`src/verilog/trs_consts.svh`:
```
`ifndef TRS_CONSTS_SVH
`define TRS_CONSTS_SVH

// system clock rate and the length of one delay tick
`define TRS_CLK_MHZ 40
`define TRS_TICK_US 1000

// sequence delays, in milliseconds
`define TRS_CTX_MS 10
`define TRS_CKY_MS 2
`define TRS_EMIT_MS 7
`define TRS_STOP_MS 7
`define TRS_UNMUTE_MS 12

// radiator thresholds, in degrees C
`define TRS_FAN_ON_C 8'h32
`define TRS_FAN_OFF_C 8'h2d
`define TRS_PROT_ON_C 8'h50
`define TRS_PROT_OFF_C 8'h46

// counter widths, reset values and increments
`define TRS_PRE_W 16
`define TRS_MS_W 8
`define TRS_PRE_ZERO 16'h0000
`define TRS_MS_ZERO 8'h00
`define TRS_PRE_ONE 16'h0001
`define TRS_MS_ONE 8'h01

`endif

```
`src/verilog/trs_pkg.sv`:
```
`include "trs_consts.svh"

package trs_pkg;

  // sequencer states, one-hot
  typedef enum logic [7:0] {
    TRS_RX     = 8'h01,
    TRS_PRE    = 8'h02,
    TRS_BLOCK  = 8'h04,
    TRS_SUP    = 8'h08,
    TRS_KEY    = 8'h10,
    TRS_EMIT   = 8'h20,
    TRS_STOP   = 8'h40,
    TRS_UNMUTE = 8'h80
  } trs_state_e;

  // keying style chosen by the operator
  typedef enum logic [1:0] {
    TRS_MANUAL = 2'h0,
    TRS_SEMI   = 2'h1,
    TRS_FULL   = 2'h2
  } trs_mode_e;

  typedef logic [`TRS_PRE_W-1:0] trs_pre_t;
  typedef logic [`TRS_MS_W-1:0] trs_ms_t;

  // supply and control lines toward the rf stages
  typedef struct packed {
    logic txControl;
    logic txSupply8v;
    logic txSupply13v8;
    logic rxSupply8v;
    logic keyControl;
    logic keyingSupply;
    logic rxUnmute;
    logic txEmit;
  } trs_supply_s;

  // whole state of the sequencer
  typedef struct packed {
    trs_state_e state;
    trs_pre_t seqPre;
    trs_ms_t seqMs;
    trs_pre_t holdPre;
    trs_ms_t holdMs;
    logic semiHold;
    logic standbySenseN;
    logic sharedKeyLine;
    logic fanOn;
    logic tempProtect;
    trs_supply_s sup;
  } trs_regs_s;

endpackage : trs_pkg

```
`src/verilog/trs_sequencer.sv`:
```
`timescale 1ns/1ps
`default_nettype none
`include "trs_consts.svh"

// Notes on behaviour
// - on request, if frequency allowed, raise txControl 10 ms after the fall.
// - while txControl is high both transmit supplies are on.
// - keyControl rises 2 ms after the 8 V transmit supply; it drives keyingSupply.
// - transmit output starts 7 ms after the keying supply is enabled.
// - request released: output stops 7 ms later, transmit supplies off, receive on.
// - receive stays muted until 12 ms after the receive supply returns.
// - manual keying: the key itself drives keyingSupply.
// - semi break-in: key holds request low until operator delay after release.
// - semi break-in: key also drives sharedKeyLine, one clock before the sense line falls.
// - full break-in: key pulls standbySenseN low like the standby switch.
// - full break-in: keyingSupply follows keyControl only.
// - fan on at 50 C, off at 45 C.
// - protection on at 80 C, off at 70 C; reduces power, stays transmitting.
module trs_sequencer
  import trs_pkg::*;
#(
  parameter int TICK_CYCLES = `TRS_CLK_MHZ * `TRS_TICK_US
) (
  // clock and reset
  input wire logic clk_sys,
  input wire logic reset,
  // operator side
  input wire logic standbyRequestN,
  input wire logic keyDown,
  input wire trs_mode_e keyMode,
  input wire trs_ms_t semiDelayMs,
  input wire logic txAllowed,
  input wire logic [7:0] radiatorTemp,
  // rf stage side
  output var trs_supply_s supplyOut,
  output logic standbySenseN,
  output logic sharedKeyLine,
  output logic fanOn,
  output logic tempProtect
);

  // delay end points: a step fires on the tick that completes its last millisecond
  localparam trs_pre_t TICK_LAST = trs_pre_t'(TICK_CYCLES - 1);
  localparam int CTX_LAST = `TRS_CTX_MS - 1;
  localparam int CKY_LAST = `TRS_CKY_MS - 1;
  localparam int EMIT_LAST = `TRS_EMIT_MS - 1;
  localparam int STOP_LAST = `TRS_STOP_MS - 1;
  localparam int UNMUTE_LAST = `TRS_UNMUTE_MS - 1;

  // all sequencer state lives in one register word
  trs_regs_s r_reg;
  trs_regs_s r_next;
  logic seqTick;
  logic holdTick;
  logic reqLow;

  //////////////////////////////////////////////////////////////////////////////
  // next-state logic

  always_comb begin
    r_next = r_reg;
    seqTick = (r_reg.seqPre == TICK_LAST);
    holdTick = (r_reg.holdPre == TICK_LAST);

    // fixed 1 ms tick for the sequence delays
    r_next.seqPre = seqTick ? `TRS_PRE_ZERO : r_reg.seqPre + `TRS_PRE_ONE;
    if (seqTick) begin
      r_next.seqMs = r_reg.seqMs + `TRS_MS_ONE;
    end

    // semi break-in one-shot, retriggered while the key is down
    // holdMs stops at the operator delay, so the hang time is fixed after release
    if (keyMode == TRS_SEMI && keyDown) begin
      r_next.semiHold = 1'b1;
      r_next.holdPre = `TRS_PRE_ZERO;
      r_next.holdMs = `TRS_MS_ZERO;
    end else if (r_reg.semiHold) begin
      r_next.holdPre = holdTick ? `TRS_PRE_ZERO : r_reg.holdPre + `TRS_PRE_ONE;
      if (r_reg.holdMs >= semiDelayMs) begin
        r_next.semiHold = 1'b0;
      end else if (holdTick) begin
        r_next.holdMs = r_reg.holdMs + `TRS_MS_ONE;
      end
    end

    // all request sources merge onto one sense line
    // registered before use, so a key bounce cannot split the state machine's view
    reqLow = !standbyRequestN || r_reg.semiHold || (keyMode == TRS_FULL && keyDown);
    r_next.standbySenseN = !reqLow;

    // transmit/receive sequence, driven from the registered sense line
    case (r_reg.state)
      TRS_RX: begin
        if (!r_reg.standbySenseN) begin
          r_next.state = txAllowed ? TRS_PRE : TRS_BLOCK;
        end
      end
      TRS_PRE: begin
        if (r_reg.standbySenseN) begin
          r_next.state = TRS_RX;
        end else if (seqTick && r_reg.seqMs == trs_ms_t'(CTX_LAST)) begin
          r_next.state = TRS_SUP;
          r_next.sup.txControl = 1'b1;
          r_next.sup.txSupply8v = 1'b1;
          r_next.sup.txSupply13v8 = 1'b1;
          r_next.sup.rxSupply8v = 1'b0;
          r_next.sup.rxUnmute = 1'b0;
        end
      end
      TRS_BLOCK: begin
        // receive supplies untouched while the frequency is refused
        if (r_reg.standbySenseN) begin
          r_next.state = TRS_RX;
        end
      end
      TRS_SUP: begin
        if (r_reg.standbySenseN) begin
          r_next.state = TRS_STOP;
        end else if (seqTick && r_reg.seqMs == trs_ms_t'(CKY_LAST)) begin
          r_next.state = TRS_KEY;
          r_next.sup.keyControl = 1'b1;
        end
      end
      TRS_KEY: begin
        if (r_reg.standbySenseN) begin
          r_next.state = TRS_STOP;
        end else if (seqTick && r_reg.seqMs == trs_ms_t'(EMIT_LAST)) begin
          r_next.state = TRS_EMIT;
          r_next.sup.txEmit = 1'b1;
        end
      end
      TRS_EMIT: begin
        if (r_reg.standbySenseN) begin
          r_next.state = TRS_STOP;
        end
      end
      TRS_STOP: begin
        // a renewed request here is served after the receive switch-over
        if (seqTick && r_reg.seqMs == trs_ms_t'(STOP_LAST)) begin
          r_next.state = TRS_UNMUTE;
          r_next.sup.txEmit = 1'b0;
          r_next.sup.keyControl = 1'b0;
          r_next.sup.txControl = 1'b0;
          r_next.sup.txSupply8v = 1'b0;
          r_next.sup.txSupply13v8 = 1'b0;
          r_next.sup.rxSupply8v = 1'b1;
        end
      end
      TRS_UNMUTE: begin
        if (!r_reg.standbySenseN) begin
          r_next.state = TRS_RX;
        end else if (seqTick && r_reg.seqMs == trs_ms_t'(UNMUTE_LAST)) begin
          r_next.state = TRS_RX;
          r_next.sup.rxUnmute = 1'b1;
        end
      end
      default: begin
        r_next.state = TRS_RX;
      end
    endcase

    // every state change restarts the delay count
    // a fresh count per state means an aborted step never leaves a short delay behind
    if (r_next.state != r_reg.state) begin
      r_next.seqPre = `TRS_PRE_ZERO;
      r_next.seqMs = `TRS_MS_ZERO;
    end

    // keying path depends on the break-in style
    case (keyMode)
      TRS_FULL: r_next.sup.keyingSupply = r_next.sup.keyControl;
      default: r_next.sup.keyingSupply = keyDown && r_next.sup.keyControl;
    endcase
    r_next.sharedKeyLine = (keyMode == TRS_SEMI) && keyDown;

    // thermal hysteresis; protection only lowers power
    // the gap between on and off levels keeps the fan from chattering at one reading
    if (radiatorTemp >= `TRS_FAN_ON_C) begin
      r_next.fanOn = 1'b1;
    end else if (radiatorTemp <= `TRS_FAN_OFF_C) begin
      r_next.fanOn = 1'b0;
    end
    if (radiatorTemp >= `TRS_PROT_ON_C) begin
      r_next.tempProtect = 1'b1;
    end else if (radiatorTemp <= `TRS_PROT_OFF_C) begin
      r_next.tempProtect = 1'b0;
    end
  end

  //////////////////////////////////////////////////////////////////////////////
  // state register

  // reset lands in receive with the receiver live, as after power-up
  always_ff @(posedge clk_sys or posedge reset) begin
    if (reset) begin
      r_reg <= '0;
      r_reg.state <= TRS_RX;
      r_reg.standbySenseN <= 1'b1;
      r_reg.sup.rxSupply8v <= 1'b1;
      r_reg.sup.rxUnmute <= 1'b1;
    end else begin
      r_reg <= r_next;
    end
  end

  // outputs straight from the state flops
  assign supplyOut = r_reg.sup;
  assign standbySenseN = r_reg.standbySenseN;
  assign sharedKeyLine = r_reg.sharedKeyLine;
  assign fanOn = r_reg.fanOn;
  assign tempProtect = r_reg.tempProtect;
endmodule : trs_sequencer

`default_nettype wire

```
`config.mk`:
```
export PLATFORM = sky130hd
export DESIGN_NAME = trs_sequencer
export DESIGN_NICKNAME = d
export VERILOG_FILES = /design/src/verilog/trs_pkg.sv /design/src/verilog/trs_sequencer.sv
export VERILOG_INCLUDE_DIRS = /design/src /design/src/verilog
export SDC_FILE = /design/constraint.sdc
export NUM_CORES = 1
export LEC_CHECK = 0
export BUFFER_PORTS_ARGS = -buffer_cell sky130_fd_sc_hd__buf_2
export CAP_MARGIN = 20
export CORE_MARGIN = 2
export CORE_UTILIZATION = 55
export CTS_BUF_LIST = sky130_fd_sc_hd__clkbuf_8
export CTS_CLUSTER_DIAMETER = 30
export CTS_CLUSTER_SIZE = 20
export DETAILED_ROUTE_END_ITERATION = 7
export PLACE_DENSITY = 0.81
export SLEW_MARGIN = 20
export SYNTH_ARGS = -nofsm -noshare
export SYNTH_HDL_FRONTEND = slang
export SYNTH_SLANG_ARGS = --single-unit
```
`constraint.sdc`:
```
create_clock -name clk_sys -period 3.41 [get_ports clk_sys]
set_input_delay 1.023 -clock clk_sys [delete_from_list [all_inputs] [get_ports clk_sys]]
set_output_delay 1.023 -clock clk_sys [all_outputs]
set_load 0.02 [all_outputs]
```
### Word level (Yosys, flattened, before mapping)

Index checks and enable logic that the tools add are counted.

* flip-flop bits (word level): 69
* logic and storage cells: 119

* $add $sub $neg: 4
* equality and inequality tests: 25
* order comparisons: 5
* reduce and logical (&&, ||, !) cells: 23
* multiplexer cells: 44

Operators with widths (count)
* $mux W8: 15
* $pmux W8 S8: 1
* $mux W25: 2
* $add A16 B1 Y16 const B: 2
* $eq A16 B16 Y1 const B: 2
* $mux W16: 2
* $eq A8 B4 Y1 const B: 3
* $mux W24: 1
* $add A8 B1 Y8 const B: 2
* $eq A8 B1 Y1 const B: 2
* $eq A8 B3 Y1 const B: 2
* $ne A2 B2 Y1 const B: 8
* $reduce_bool A2 Y1: 8
* $mux W1: 15
* $eq A8 B2 Y1 const B: 1
* $eq A8 B5 Y1 const B: 1
* $eq A8 B6 Y1 const B: 1
* $eq A8 B7 Y1 const B: 1
* $eq A8 B8 Y1 const B: 1
* $ge A8 B6 Y1 const B: 1
* $ge A8 B7 Y1 const B: 1
* $ge A8 B8 Y1: 1
* $le A8 B6 Y1 const B: 1
* $le A8 B7 Y1 const B: 1
* other kinds (14): 26

### Depth between registers and ports, before layout

* depth after elaboration: 7
* mapped depth: 10
* mapped depth without buffers: 9

### Worst setup path after synthesis

OpenSTA, ideal clock, no wires.

* path type: input-to-reg
* start: in semiDelayMs[0]
* end: reg r_reg[19] in the netlist's numbering
* buffers on the path: 0
* arrival time: 2771 ps
* setup time: 120 ps
* slack: 519 ps
* cell stages on the path: 8
* required time: 3290 ps
* cell sequence: ha_1 -> nand2b_1 -> a21o_1 -> a21o_1 -> a211o_1 -> a21oi_1 -> a31oi_1 -> a41o_1

* word-level cells in the longest chain between the ends: 3

RTL lines
* start: declaration: line trs_sequencer.sv:31 `input wire trs_ms_t semiDelayMs,`
* $ge A8 B8 Y1: line trs_sequencer.sv:79 `if (r_reg.holdMs >= semiDelayMs) begin`
* $ne A2 B2 Y1 (no source line)
* $reduce_and A3 Y1 (no source line)
* end signal: assignment: line trs_sequencer.sv:202 `r_reg <= r_next;`
* end: declaration: line trs_sequencer.sv:51 `trs_regs_s r_reg;`

Every way passes these cells.
A chain may end at the register's enable or synchronous reset.

==> results.py <==
metrics = {
    "run_status": {
        "status": "completed",
    },
    "clocking": {
        "root_buffer": "clkbuf_8",
        "ctsResizeCount": 0,
        "clkTransAtPathRegs_ns": 0.07,
        "cts_hold_buf": 0,
        "cts_tree": "yes",
        "h-tree-depth": 3,
        "cts_setup_buffers": 0,
        "cts_buffers": 9,
        "clock_sinks": 67,
        "clk_latency_ns": 0.35,
        "clockBufferDepth": 2,
    },
    "logic_synthesis": {
        "synth.largest_area_cell": "dfrtp_1",
        "synthTopCellsByCount": "dfrtp_1, nand2_1, nor2_1",
        "synth_flop_cell": "dfrtp_1",
        "async_reset_ff_frac": 1.000,
        "yosysWarnings": 0,
        "ys_top_cells_by_area": "dfrtp_1, nand2_1, ha_1",
        "yosysMostFrequentCell": "dfrtp_1",
        "yosys.area.top_type_share": 0.3817,
        "synth_fp_nets": 502,
        "ys_seq_area_frac": 0.4071,
        "synth_cells": 465,
        "syn_area_sq_mm": 0.004130,
        "postSynthAreaPerCell_sq_um": 8.882,
        "synth_edf_count": 0,
        "yosysUniqueCellTypes": 64,
        "ys_seq_elements": 67,
    },
    "place": {
        "place_ws_ns": 0.4920,
        "dpl_cell_area_sq_mm": 0.004329,
        "port_buffers": 34,
        "dpl.hpwl_um": 6268,
        "place.gp.congestion": 0.9542,
    },
    "routing": {
        "first_iter_violations": 187,
        "num_vias": 3521,
        "firstDrtPassIters": 6,
        "ant_nets": 0,
        "wl_per_cell_um": 14.69,
        "wirelength_um": 8710,
        "viasPerCell": 5.938,
        "drc": 0,
    },
    "setup_path": {
        "crit_chain": "nor3_2, nand3_1, a221o_1, a2111oi_0, and4b_1, nand3_4, nor3_1",
        "critPathMaxStageDelay_ns": 0.51,
        "critPathKind": "flop to flop",
        "critPathTopFamily": "simple AND/OR/NAND/NOR gates",
        "path_max_fanout": 24,
        "crit_arrival_ns": 3.12,
        "critPathRequiredTime_ns": 3.67,
        "path_buf_inv": 0,
        "start_kind": "flop",
        "cpMaxStageDelayCell": "dfrtp_1",
        "end_kind": "flop",
        "r2r_setup_slack_ns": 0.54,
    },
    "grt": {
        "track_usage": 0.2175,
        "grt_max_degree": 30,
        "overflow": 0,
        "grt_pass1_vias": 3331,
        "grt_antenna_before_repair": 0,
        "grt_first_pass_wirelength_um": 14870,
    },
    "sta": {
        "finClkSkew_ns": 0.006177,
        "drv_slew": 0,
        "finalHoldViolations": 0,
        "fin_setup_tns_ns": 0,
        "min_period_ns": 2.866,
        "setup_viol": 0,
        "slew_headroom": 0.5753,
        "worstMarginPinSlew_ns": 0.6322,
        "fin_ws_ns": 0.5443,
        "rsz0062_at_grt": "no",
        "period_share": 0.8404,
        "max_freq_mhz": 349.0,
    },
    "job": {
        "cap_violations": 0,
    },
    "layout": {
        "diodes": 0,
        "final_util": 0.6274,
        "fillers": 619,
        "nets": 526,
        "area_growth_pct": 10.18,
        "largest_register_ffs": 57,
        "drive_gt1_frac": 0.1619,
        "fin_area_sq_mm": 0.004551,
    },
    "power_and_ir_drop": {
        "leakage_nw": 2.144,
        "p_per_area_mw_per_mm2": 477.2,
        "irDropWorstVdd_mv": 0.3082,
        "p_total_w": 0.002172,
    },
    "min_path": {
        "hold_class": "flop to flop",
    },
    "floorplan": {
        "num_io_pins": 35,
        "die_area_sq_mm": 0.008218,
        "core_sq_mm": 0.007253,
        "die_w_um": 90.66,
        "start_util": 0.5694,
        "row_count": 31,
        "chipHeight_um": 90.66,
    },
}
-- layout make-up --
type | instances | area (sq um) | share of cell area
multi-input combinational | 348 | 2215 | 0.4867
sequential | 67 | 1682 | 0.3695
timing repair buffer | 42 | 230.2 | 0.05059
clock buffer | 9 | 123.9 | 0.02722
tap | 99 | 123.9 | 0.02722
clock inverter | 7 | 97.59 | 0.02145
inverter | 21 | 78.83 | 0.01732
-- layout by cell type (no fill, tap or decap), drive strengths merged, types with 3 or more instances in the layout --
cell type  instances
dfstp              4
o21ai             27
or2                3
nand3             27
clkbuf             9
or3                4
and3              13
nand2b             7
a211o              3
nor3              18
a31oi              3
and2               7
nand4             11
ha                14
or4                6
xor2              18
o22ai              3
nand4b             7
inv               23
dfrtp             63
a41oi              3
nor4              12
a21o               5
a21oi             13
o31ai              6
and4               7
xnor2              7
buf               42
nand2             50
nor2              42
-- kinds of logic (layout without fill, tap and decap cells) --
group | count (synthesis) | in the layout | synth area share
compound gates | 83 | 83 | 0.1354
simple gates | 224 | 224 | 0.3005
mux | 2 | 2 | 0.004847
buf+inv | 50 | 79 | 0.05665
flops | 67 | 67 | 0.4071
fa+ha+maj | 14 | 14 | 0.04241
xor+xnor | 25 | 25 | 0.05301
-- worst register-to-register path, cell delays in order (launching register included) --
cell and delay (ns):
dfrtp_1 0.51, nor3_2 0.52, nand3_1 0.17, a221o_1 0.40, a2111oi_0 0.35, and4b_1 0.30
nand3_4 0.27, nor3_1 0.27
-- metal layers --
metal,share of wire,track usage,wire length [um]
met4,0.013,0.06795,112
met1,0.43,0.2705,3782
met2,0.50,0.3750,4391
met5,0,0,0
met3,0.049,0.05092,424
-- per-stage QoR --
| stage | std cells | hold WS, ns |
|---|---|---|
| global placement | 577 | 0.4460 |
| finish | 593 | 0.4645 |
| CTS | 593 | 0.4687 |
| floorplan | 465 | 0.4372 |
| detailed placement | 577 | 0.4573 |
| global route | 593 | 0.4929 |
-- power breakdown --
group          leakage [nW]  internal, W  total [W]  switching [W]
Combinational          1.14     0.000196   0.000528       0.000331
Clock                 0.106     0.000415   0.000738       0.000323
Sequential            0.899     0.000849   0.000906      0.0000566
-- worst paths after layout --
kind	depth (start not counted)	from	end
setup / recovery	7	r_reg[68]$_DFF_PP0_	r_reg[48]$_DFF_PP0_
hold / removal	2	supplyOut[4]$_DFFE_PP1P_	supplyOut[4]$_DFFE_PP1P_
setup reg to reg	7	r_reg[68]$_DFF_PP0_	r_reg[48]$_DFF_PP0_
hold reg to reg	2	supplyOut[4]$_DFFE_PP1P_	supplyOut[4]$_DFFE_PP1P_
max in group asynchronous	3	reset	r_reg[61]$_DFF_PP1_
min in group asynchronous	2	reset	r_reg[26]$_DFFE_PP0P_
Power figures use the tool's default switching activity.
